$ cat config.mk
export PLATFORM = sky130hd
export DESIGN_NAME = pec_error_counter
export DESIGN_NICKNAME = d
export VERILOG_FILES = /design/src/pec_pkg.sv /design/src/pec_quad_dec.sv /design/src/pec_error_counter.sv
export SDC_FILE = /design/constraint.sdc
export NUM_CORES = 1
export LEC_CHECK = 0
export ABC_AREA = 1
export BUFFER_PORTS_ARGS = -buffer_cell sky130_fd_sc_hd__buf_4
export CORE_MARGIN = 2
export CORE_UTILIZATION = 30
export CTS_BUF_LIST = sky130_fd_sc_hd__clkbuf_8
export CTS_CLUSTER_DIAMETER = 120
export DETAILED_ROUTE_END_ITERATION = 16
export PLACE_DENSITY_LB_ADDON = 0.15
export RECOVER_POWER = 50
export SYNTH_ARGS = -nofsm -noshare
export SYNTH_HDL_FRONTEND = slang
export SYNTH_SLANG_ARGS = --single-unit
$ cat constraint.sdc
create_clock -name mclk -period 4.29 [get_ports mclk]
set_input_delay 0.6435 -clock mclk [delete_from_list [all_inputs] [get_ports mclk]]
set_output_delay 0.6435 -clock mclk [all_outputs]
set_load 0.01 [all_outputs]
$ cat src/pec_pkg.sv
// Shared constants and types for the position error counter with gear.
// What this block does
// - While error_clear_n is low the position error counter is held at zero.
// - While error_clear_n is low the position loop enable is dropped.
// - With servo off, reference pulses keep accumulating unless clear mode drops them.
// - Clear mode: clear on servo off; never clear; clear on off or overtravel unless zero clamp is set.
// - Gear numerator accepts 1 to 65535, resets to 1, applies after restart.
// - Gear denominator accepts 1 to 65535, resets to 1, applies after restart.
// - Each reference pulse is scaled by numerator over denominator into counts.
// - One received reference pulse is one reference unit of commanded position.
// - Encoder feedback is 32768 lines times four, counted on every edge.
// - Pulse form selects sign plus pulse, CW and CCW, or quadrature x1/x2/x4.
package pec_pkg;

  // Bus and datapath widths.
  localparam int ADDR_W = 8;
  localparam int DATA_W = 32;
  localparam int GEAR_W = 16;
  localparam int ERR_W  = 48;
  localparam int POS_W  = 17;
  localparam int PF_W   = 3;
  localparam int CM_W   = 2;

  // Register byte offsets.
  localparam logic [ADDR_W-1:0] OFS_GEAR_NUM = 8'h00;
  localparam logic [ADDR_W-1:0] OFS_GEAR_DEN = 8'h04;
  localparam logic [ADDR_W-1:0] OFS_PULSE_CFG = 8'h08;
  localparam logic [ADDR_W-1:0] OFS_CTRL     = 8'h0C;
  localparam logic [ADDR_W-1:0] OFS_ERR_LO   = 8'h10;
  localparam logic [ADDR_W-1:0] OFS_ERR_HI   = 8'h14;
  localparam logic [ADDR_W-1:0] OFS_STATUS   = 8'h18;
  localparam logic [ADDR_W-1:0] OFS_MPOS     = 8'h1C;

  // Field positions.
  localparam int CFG_PF_LSB   = 0;
  localparam int CFG_CM_LSB   = 4;
  localparam int CTRL_RESTART = 0;
  localparam int ST_LOOP      = 0;
  localparam int ST_CLEAR     = 1;
  localparam int ST_PENDING   = 2;
  localparam int ST_RATIO_BAD = 3;

  // Reset values and gear limits.
  localparam logic [GEAR_W-1:0] GEAR_RESET = 16'h0001;
  localparam logic [GEAR_W-1:0] GEAR_ZERO  = 16'h0000;
  localparam logic [DATA_W-1:0] DATA_ZERO  = 32'h0000_0000;
  localparam int unsigned RATIO_SCALE = 100;

  // Pulse form codes.
  localparam logic [PF_W-1:0] PF_SIGN_PULSE = 3'h0;
  localparam logic [PF_W-1:0] PF_CW_CCW     = 3'h1;
  localparam logic [PF_W-1:0] PF_QUAD_X1    = 3'h2;
  localparam logic [PF_W-1:0] PF_QUAD_X2    = 3'h3;
  localparam logic [PF_W-1:0] PF_QUAD_X4    = 3'h4;

  // Clear mode codes.
  localparam logic [CM_W-1:0] CM_SOFF  = 2'h0;
  localparam logic [CM_W-1:0] CM_NEVER = 2'h1;
  localparam logic [CM_W-1:0] CM_BOTH  = 2'h2;
  localparam logic [CM_W-1:0] CM_BAD   = 2'h3;

  // Encoder resolution: lines times quadrature edges per revolution.
  localparam int unsigned ENC_LINES = 32768;
  localparam int unsigned ENC_MULT  = 4;
  localparam logic [POS_W-1:0] POS_LAST =
    POS_W'(ENC_LINES * ENC_MULT - 1);
  localparam logic [POS_W-1:0] POS_ZERO = 17'h0_0000;

  // Edge multiplication of a quadrature decoder.
  typedef enum logic [1:0] {
    PEC_X1,
    PEC_X2,
    PEC_X4
  } pec_mult_e;

endpackage

$ cat src/pec_quad_dec.sv
// Two-phase quadrature decoder with x1, x2 or x4 edge multiplication.
`timescale 1ns/1ps
module pec_quad_dec (
  input  wire logic              mclk,   // System clock.
  input  wire logic              rst_b,  // Async reset, active low.
  input  wire logic              a_in,   // Phase A level.
  input  wire logic              b_in,   // Phase B level.
  input  wire pec_pkg::pec_mult_e mult,  // Edge multiplication.
  output logic                   step,   // One-cycle count pulse.
  output logic                   fwd     // Direction of that count.
);
  import pec_pkg::*;

  typedef struct packed {
    logic pa;
    logic pb;
    logic step;
    logic fwd;
  } pec_qd_s;

  pec_qd_s q;
  pec_qd_s next_q;
  logic    ea;
  logic    eb;

  // A leading B counts forward; a double edge is noise and is dropped.
  always_comb begin
    next_q = q;
    next_q.pa = a_in;
    next_q.pb = b_in;
    ea = a_in ^ q.pa;
    eb = b_in ^ q.pb;
    next_q.step = 1'b0;
    next_q.fwd = q.fwd;
    unique case (mult)
      PEC_X1: begin
        next_q.step = ea & a_in & ~eb;
        next_q.fwd = ~b_in;
      end
      PEC_X2: begin
        next_q.step = ea & ~eb;
        next_q.fwd = a_in ^ b_in;
      end
      PEC_X4: begin
        next_q.step = ea ^ eb;
        next_q.fwd = ea ? (a_in ^ b_in) : ~(a_in ^ b_in);
      end
    endcase
  end

  // State register.
  always_ff @(posedge mclk or negedge rst_b) begin
    if (!rst_b) begin
      q <= '0;
    end else begin
      q <= next_q;
    end
  end

  assign step = q.step;
  assign fwd  = q.fwd;
endmodule

$ cat src/pec_error_counter.sv
// Electronic gear and position error counter of the position loop.
`timescale 1ns/1ps
module pec_error_counter (
  input  wire logic                      mclk,     // System clock.
  input  wire logic                      rst_b,    // Async reset, low.
  input  wire logic                      puls_in,  // Reference pulse pin.
  input  wire logic                      sign_in,  // Reference sign pin.
  input  wire logic                      enc_a,    // Encoder phase A.
  input  wire logic                      enc_b,    // Encoder phase B.
  input  wire logic                      error_clear_n, // Clear, low.
  input  wire logic                      servo_on, // Servo is on.
  input  wire logic                      overtravel, // Overtravel.
  input  wire logic                      zero_clamp, // Zero clamp.
  input  wire logic [pec_pkg::ADDR_W-1:0] addr,    // Register address.
  input  wire logic [pec_pkg::DATA_W-1:0] wr_data, // Write data.
  input  wire logic                      wr_en,    // Write strobe.
  input  wire logic                      rd_en,    // Read strobe.
  output logic      [pec_pkg::DATA_W-1:0] rd_data, // Read data.
  output logic signed [pec_pkg::ERR_W-1:0] pos_error, // Scaled error.
  output logic                           loop_enable // Loop may run.
);
  import pec_pkg::*;

  // The whole core state lives in one packed struct. Pending gear values
  // are what software last wrote; active values are what the counter
  // uses. The two differ until a restart is asked for, so a gear change
  // never lands in the middle of a move and corrupts the error.
  // The error is signed and wide enough that a long run of reference
  // pulses at the largest gear cannot wrap it before software reacts.
  typedef struct packed {
    logic [GEAR_W-1:0]       num_pend;
    logic [GEAR_W-1:0]       den_pend;
    logic [GEAR_W-1:0]       num_act;
    logic [GEAR_W-1:0]       den_act;
    logic [PF_W-1:0]         pform;
    logic [CM_W-1:0]         cmode;
    logic                    puls_q;
    logic                    sign_q;
    logic signed [ERR_W-1:0] err;
    logic [POS_W-1:0]        mpos;
    logic                    loop_en;
    logic                    clr_seen;
    logic [DATA_W-1:0]       rdata;
  } pec_core_s;

  // Combinational helpers: decoded steps, gear increments and the
  // clear that applies in this cycle.
  pec_core_s               q;
  pec_core_s               next_q;
  pec_mult_e               ref_mult;
  logic                    qd_step;
  logic                    qd_fwd;
  logic                    fb_step;
  logic                    fb_fwd;
  logic                    rise_p;
  logic                    rise_s;
  logic                    ref_step;
  logic                    ref_fwd;
  logic                    auto_clr;
  logic                    restart;
  logic                    clr;
  logic                    ratio_bad;
  logic signed [ERR_W-1:0] d_ref;
  logic signed [ERR_W-1:0] d_fb;
  logic [GEAR_W-1:0]       wr_gear;
  logic [PF_W-1:0]         wr_pf;
  logic [CM_W-1:0]         wr_cm;
  logic [DATA_W-1:0]       status;

  // Quadrature multiplication follows the selected pulse form.
  // Sign and pulse forms leave the decoder at x1; its step is unused.
  always_comb begin
    unique case (q.pform)
      PF_QUAD_X2: ref_mult = PEC_X2;
      PF_QUAD_X4: ref_mult = PEC_X4;
      default:    ref_mult = PEC_X1;
    endcase
  end

  // Reference quadrature: A (sign) leading B (pulse) is forward.
  // The decoder runs all the time, so switching to a quadrature form
  // needs no warm-up once both lines are idle.
  pec_quad_dec u_ref_dec (
    .mclk  (mclk),
    .rst_b (rst_b),
    .a_in  (sign_in),
    .b_in  (puls_in),
    .mult  (ref_mult),
    .step  (qd_step),
    .fwd   (qd_fwd)
  );

  // Encoder feedback always counts every edge of both phases.
  // Four edges per line give the full resolution of one revolution.
  pec_quad_dec u_enc_dec (
    .mclk  (mclk),
    .rst_b (rst_b),
    .a_in  (enc_a),
    .b_in  (enc_b),
    .mult  (PEC_X4),
    .step  (fb_step),
    .fwd   (fb_fwd)
  );

  // Reference pulse decode into one step per reference unit, or two at quadrature x2 and four at x4.
  // Edges are found against the level sampled one cycle earlier, so
  // an input that is already high when reset ends would count once.
  // The host keeps both lines low while idle to avoid that.
  always_comb begin
    rise_p = puls_in & ~q.puls_q;
    rise_s = sign_in & ~q.sign_q;
    ref_step = 1'b0;
    ref_fwd = 1'b1;
    unique case (q.pform)
      PF_SIGN_PULSE: begin
        ref_step = rise_p;
        ref_fwd = sign_in;
      end
      PF_CW_CCW: begin
        // Pulses on both lines together cancel out.
        // The host must not use that as a way to send two pulses.
        ref_step = rise_p ^ rise_s;
        ref_fwd = rise_p;
      end
      PF_QUAD_X1, PF_QUAD_X2, PF_QUAD_X4: begin
        ref_step = qd_step;
        ref_fwd = qd_fwd;
      end
      default: begin
        ref_step = 1'b0;
        ref_fwd = 1'b1;
      end
    endcase
  end

  // Automatic clear by mode; servo off alone keeps the error in
  // the never mode, so pulses taken while off are still counted.
  // Mode three is refused at the register, so the default arm only
  // covers a value that cannot be stored.
  always_comb begin
    unique case (q.cmode)
      CM_SOFF:  auto_clr = ~servo_on;
      CM_NEVER: auto_clr = 1'b0;
      CM_BOTH:  auto_clr = (~servo_on | overtravel) & ~zero_clamp;
      default:  auto_clr = 1'b0;
    endcase
  end

  // The error is kept in units of one over the denominator of a
  // count, so the gear needs no divider and never loses a remainder.
  // The trade is that software divides by the denominator to read
  // whole counts.
  // Forward reference adds and forward feedback subtracts, so a motor
  // that follows the command leaves the error at zero.
  always_comb begin
    d_ref = '0;
    d_fb = '0;
    if (ref_step) begin
      d_ref = ref_fwd ? signed'(ERR_W'(q.num_act))
                      : -signed'(ERR_W'(q.num_act));
    end
    if (fb_step) begin
      d_fb = fb_fwd ? signed'(ERR_W'(q.den_act))
                    : -signed'(ERR_W'(q.den_act));
    end
  end

  // Out of range ratio is only flagged; software must keep it legal.
  // Both sides are widened so the largest gear times the scale factor
  // still fits; a narrower product would wrap silently.
  assign ratio_bad =
    (24'(q.num_act) * 24'(RATIO_SCALE) < 24'(q.den_act)) ||
    (24'(q.num_act) > 24'(q.den_act) * 24'(RATIO_SCALE));

  // Write decode.
  // A restart both loads the pending gear and drops the error, since
  // an error counted at the old ratio means nothing at the new one.
  assign wr_gear = wr_data[GEAR_W-1:0];
  assign wr_pf   = wr_data[CFG_PF_LSB +: PF_W];
  assign wr_cm   = wr_data[CFG_CM_LSB +: CM_W];
  assign restart = wr_en && (addr == OFS_CTRL) &&
                   wr_data[CTRL_RESTART];
  assign clr     = ~error_clear_n | auto_clr | restart;

  // Status word seen by software.
  // Pending tells software that a restart is still needed for a gear
  // write to take effect.
  always_comb begin
    status = DATA_ZERO;
    status[ST_LOOP] = q.loop_en;
    status[ST_CLEAR] = q.clr_seen;
    status[ST_PENDING] = (q.num_pend != q.num_act) ||
                         (q.den_pend != q.den_act);
    status[ST_RATIO_BAD] = ratio_bad;
  end

  // Next state of the whole core.
  always_comb begin
    next_q = q;
    next_q.puls_q = puls_in;
    next_q.sign_q = sign_in;
    // Error accumulation; a clear always wins over a pulse.
    if (clr) begin
      next_q.err = '0;
    end else begin
      next_q.err = q.err + d_ref - d_fb;
    end
    next_q.clr_seen = clr;
    // Loop enable is registered, so it follows the clear input and the
    // servo state one cycle late, like every other output.
    // Correction runs only with servo on and clear released.
    next_q.loop_en = error_clear_n & servo_on;
    // Motor position within one revolution.
    // It wraps at one revolution in both directions and is never
    // cleared by the error clear, since it tracks the shaft, not the
    // command.
    if (fb_step) begin
      if (fb_fwd) begin
        next_q.mpos = (q.mpos == POS_LAST) ? POS_ZERO
                      : q.mpos + 17'h0_0001;
      end else begin
        next_q.mpos = (q.mpos == POS_ZERO) ? POS_LAST
                      : q.mpos - 17'h0_0001;
      end
    end
    // Register writes; out of range values are ignored.
    // A gear of zero would leave the ratio undefined, so it is dropped
    // and the old value kept; pulse form and clear mode apply at once.
    if (wr_en) begin
      unique case (addr)
        OFS_GEAR_NUM: begin
          if (wr_gear != GEAR_ZERO) begin
            next_q.num_pend = wr_gear;
          end
        end
        OFS_GEAR_DEN: begin
          if (wr_gear != GEAR_ZERO) begin
            next_q.den_pend = wr_gear;
          end
        end
        OFS_PULSE_CFG: begin
          if (wr_pf <= PF_QUAD_X4) begin
            next_q.pform = wr_pf;
          end
          if (wr_cm != CM_BAD) begin
            next_q.cmode = wr_cm;
          end
        end
        OFS_CTRL: begin
          if (wr_data[CTRL_RESTART]) begin
            next_q.num_act = q.num_pend;
            next_q.den_act = q.den_pend;
          end
        end
        default: begin
        end
      endcase
    end
    // Read data stands for one cycle only and is zero otherwise.
    // Holding zero between reads lets a bus that ORs several slaves
    // together share the read data lines.
    next_q.rdata = DATA_ZERO;
    if (rd_en) begin
      unique case (addr)
        OFS_GEAR_NUM:  next_q.rdata = DATA_W'(q.num_pend);
        OFS_GEAR_DEN:  next_q.rdata = DATA_W'(q.den_pend);
        OFS_PULSE_CFG: begin
          next_q.rdata[CFG_PF_LSB +: PF_W] = q.pform;
          next_q.rdata[CFG_CM_LSB +: CM_W] = q.cmode;
        end
        OFS_CTRL:      next_q.rdata = {q.den_act, q.num_act};
        OFS_ERR_LO:    next_q.rdata = q.err[DATA_W-1:0];
        OFS_ERR_HI:    next_q.rdata = DATA_W'(q.err[ERR_W-1:DATA_W]);
        OFS_STATUS:    next_q.rdata = status;
        OFS_MPOS:      next_q.rdata = DATA_W'(q.mpos);
        default:       next_q.rdata = DATA_ZERO;
      endcase
    end
  end

  // State register; gear settings come up at one to one.
  // The reset branch loads constants only, so the reset path stays a
  // plain asynchronous load.
  always_ff @(posedge mclk or negedge rst_b) begin
    if (!rst_b) begin
      q <= '0;
      q.num_pend <= GEAR_RESET;
      q.den_pend <= GEAR_RESET;
      q.num_act <= GEAR_RESET;
      q.den_act <= GEAR_RESET;
      q.pform <= PF_SIGN_PULSE;
      q.cmode <= CM_SOFF;
    end else begin
      q <= next_q;
    end
  end

  // Outputs come straight from the state register.
  // No logic sits between these flops and the pins, so the outputs
  // never glitch while the next state settles.
  assign rd_data     = q.rdata;
  assign pos_error   = q.err;
  assign loop_enable = q.loop_en;
endmodule

==> run summary <==
Ys Warns: 0
clk_skew: 0.0241 ns
RSZ-0062 raised after global routing: yes
clock tree buffer depth: 2
synthesized-area fraction occupied by adder cells: 21.9%
routed vias: 19184
CTS tree: yes
largest net degree at the start of global routing: 76
# fillers: 6494
Rel. slew slack: -156%
Core ar.: 0.0617 mm²
maximum vdd drop: 455 µV
first-pass GRT wire length: 117 mm
most frequent cells in the layout: buf_4, inv_1, nand2_1
max_cap viols: 2
simple-gate share of the synthesized area: 21.9%
post-synthesis compound-gate area fraction: 14.5%
f_max: 233 MHz
Total Power: 17400 µW
Die Area: 0.0645 mm²
GP Congestion: 0.985
critical path class: flip-flop to flip-flop
Detailed Route WL: 80.1 mm
Reg2Reg Setup Slack: -0.006 ns
Synth Instances: 2616
Residual DRC: 0
register clock-pin slew on the reported worst setup and hold paths: 0.14 ns
Synth cell types: 57
Port Buffers: 116
Tmin final: 4.30 ns
Ports: 133
1st-iter DRT viols: 1503
terminus of the critical flop-to-flop path: rd_data[3]
Avg Cell Area, Syn: 7.16 µm²
status: finished with violations
path depth of the worst reg2reg path: 27
power per cell area: 686 mW/mm²
Die Width: 254 µm
area delta synth->final: 34.9%
DR WL/cell: 20.6 µm
mean number of vias per cell: 4.93
worst hold path depth: 1
worst endpoint required time: 4.78 ns
Hold Vio Cnt, Final: 0
Core Util, Final: 41.0%
violated checks: max-capacitance violations, max-slew violations, negative setup slack
commonest non-fill, non-tap cell in the layout: buf_4
Worst Setup SP: q[106]
drt pass-1 iters: 7
Die Y: 254 µm
FP Rows: 91
Tcrit/Tclk final: 100%
later-pin clock latency in the skew report: 0.61 ns
H-tree lvl count: 4
CTS Sinks: 176
crit path max fanout: 4
endpoints failing setup: 1
worst r2r src: q[106]
vias in the first global route: 18514
Starting Density: 30.4%
Setup crit end kind: flip-flop
Detail Route Antenna Nets: 0
Hold WC Path Type: input pin to flip-flop
Post-CTS Hold Buffers: 0
final count of pins violating max slew: 80
Synth Area in XOR/XNOR: 3.22%
antenna violations before repair: 4
Seq/Total Area, Yosys: 23.5%
GRT Overall Usage: 24.7%
leakage power: 0.0126 µW
detailed-placement wirelength estimate: 66.0 mm
dominant combinational cell family by area after synthesis: adder cells
min-delay src: enc_b
slew of the pin with the lowest slew margin: 3.85 ns
grt ovf: 0
#FFs+latches synth: 176
Worst Path Arrival: 4.79 ns
CP Launch Type: flip-flop
share of cells above drive strength 1: 31.6%
CTS root buf: clkbuf_8
Synthesized Nets: 2955
Mapped Area: 0.0187 mm²
NumNets Final: 3382
Hold Path End: u_enc_dec.q[2]
Setup WS post-layout: -0.00588 ns
mux cell area share after synthesis: 0%
CTS Buf Count: 17
==> critical path, stage by stage (launching register included) <==
cell and delay (ns):
dfstp_2 0.59, clkinvlp_4 0.18, ha_4 0.28, ha_1 0.28, ha_2 0.21, inv_1 0.06
fa_2 0.38, inv_1 0.07, nand3_1 0.08, nand2_2 0.09, nand2_1 0.07, nand2_2 0.10
xnor2_2 0.08, ha_1 0.33, buf_4 0.14, a21oi_1 0.16, o21ai_0 0.13, nor2_1 0.12
nand2_1 0.07, nand2_1 0.09, nand2_2 0.09, nand3_2 0.06, nor2_1 0.04, nand2_1 0.09
nand2_4 0.08, nand2_2 0.07, a21oi_2 0.06, buf_4 0.18
==> sequential cells by signal, indices dropped and copies added (netlist names) <==
signal and flops:
u_enc_dec.step 1, u_ref_dec.step 1, rd_data 32, pos_error 48, u_enc_dec.fwd 1, u_ref_dec.q 2, u_enc_dec.q 2, loop_enable 1
q 87, u_ref_dec.fwd 1
==> layer usage <==
layer / up-vias / GRT usage (%) / routed length, µm
met5: - / 0 / 0
met4: 0 / 9.19 / 3120
met3: 127 / 3.51 / 4900
met2: 627 / 37.9 / 35100
met1: 9218 / 35.0 / 36900
li1: 9212 / - / -
==> logic make-up (layout without fill, tap and decap cells) <==
logic type | Yosys count | count (layout)
simple gates | 962 | 962
buf+inv | 652 | 1092
compound gates | 470 | 470
fa+ha+maj | 287 | 287
flops | 176 | 176
xor+xnor | 69 | 69
other cells | 0 | 1
==> metrics by stage <==
step / setup TNS [ns] / hold slack, ns / setup slack (ns) / area (µm²) / std cells
6_report: -0.00588 / 0.208 / -0.00588 / 25300 / 3894
4_1_cts: 0 / 0.0474 / 0.000595 / 23400 / 3857
2_1_floorplan: 0 / 0.348 / 0.339 / 18700 / 2616
3_3_place_gp: -1.59 / 0.483 / -0.190 / 22700 / 3825
3_5_place_dp: -1.99 / 0.485 / -0.201 / 22700 / 3825
5_1_grt: -1.32 / 0.184 / -0.158 / 25300 / 3894
==> power breakdown <==
part / leakage [µW] / total (µW) / internal (µW) / switching (µW)
Combinational: 0.0101 / 13500 / 6090 / 7450
Clock: 0.000210 / 1340 / 498 / 845
Sequential: 0.00229 / 2470 / 1970 / 502
==> how the worst max path moves through the flow <==
| stage | to | slack [ns] |
|---|---|---|
| 2_1_floorplan | pos_error[43] | 0.34 |
| 3_3_place_gp | pos_error[41] | -0.19 |
| 3_5_place_dp | pos_error[41] | -0.20 |
| 4_1_cts | rd_data[3] | 0.0006 |
| 5_1_grt | rd_data[3] | -0.16 |
| 6_report | rd_data[3] | -0.006 |
==> cell type report <==
class | count | area [µm²] | share of cell area [%]
clock inverters | 15 | 189 | 0.747
multi-input cells | 1788 | 13400 | 53.0
flip-flops and latches | 176 | 4410 | 17.4
inverters | 532 | 2010 | 7.95
clock buffers | 17 | 234 | 0.925
diodes | 1 | 2.50 | 0.00990
repair buffers | 528 | 3990 | 15.8
well taps | 837 | 1050 | 4.14
==> timing repair <==
action                     CTS  global route
buffers inserted             0            37
pin swaps                    7           129
setup endpoints to repair   25            35
gates resized for setup     57           427
gates cloned                 0             0
==> synthesized netlist by cell type, drive strengths merged <==
| library cell | n | share of area (%) |
|---|---|---|
| a221oi | 10 | 0.47 |
| and3 | 3 | 0.10 |
| buf | 98 | 3.8 |
| ha | 218 | 15 |
| o211ai | 7 | 0.28 |
| nor2 | 208 | 4.3 |
| clkbuf | 22 | 0.44 |
| a31oi | 20 | 0.67 |
| inv | 528 | 11 |
| or2 | 3 | 0.10 |
| a211o | 1 | 0.047 |
| clkinv | 4 | 0.093 |
| o21bai | 10 | 0.46 |
| xnor2 | 46 | 2.1 |
| a32o | 3 | 0.16 |
| nor3 | 47 | 1.5 |
| nand3b | 4 | 0.16 |
| o22ai | 33 | 1.1 |
| o311ai | 1 | 0.047 |
| a22oi | 1 | 0.040 |
| o31ai | 4 | 0.16 |
| fa | 69 | 7.4 |
| a21oi | 172 | 4.6 |
| a21boi | 4 | 0.16 |
| nor4 | 13 | 0.43 |
| dfstp | 4 | 0.56 |
| a2111oi | 2 | 0.093 |
| o2111ai | 5 | 0.23 |
| a31o | 2 | 0.093 |
| nand4 | 33 | 1.1 |
| a21o | 10 | 0.40 |
| xor2 | 23 | 1.1 |
| and2 | 2 | 0.067 |
| a211oi | 1 | 0.040 |
| nand3 | 141 | 3.9 |
| o32ai | 1 | 0.047 |
| a221o | 1 | 0.053 |
| dfrtp | 172 | 23 |
| o21a | 5 | 0.20 |
| o21ai | 177 | 5.2 |
| nand2 | 508 | 10 |
No activity file was read; power rests on OpenSTA's default activity.
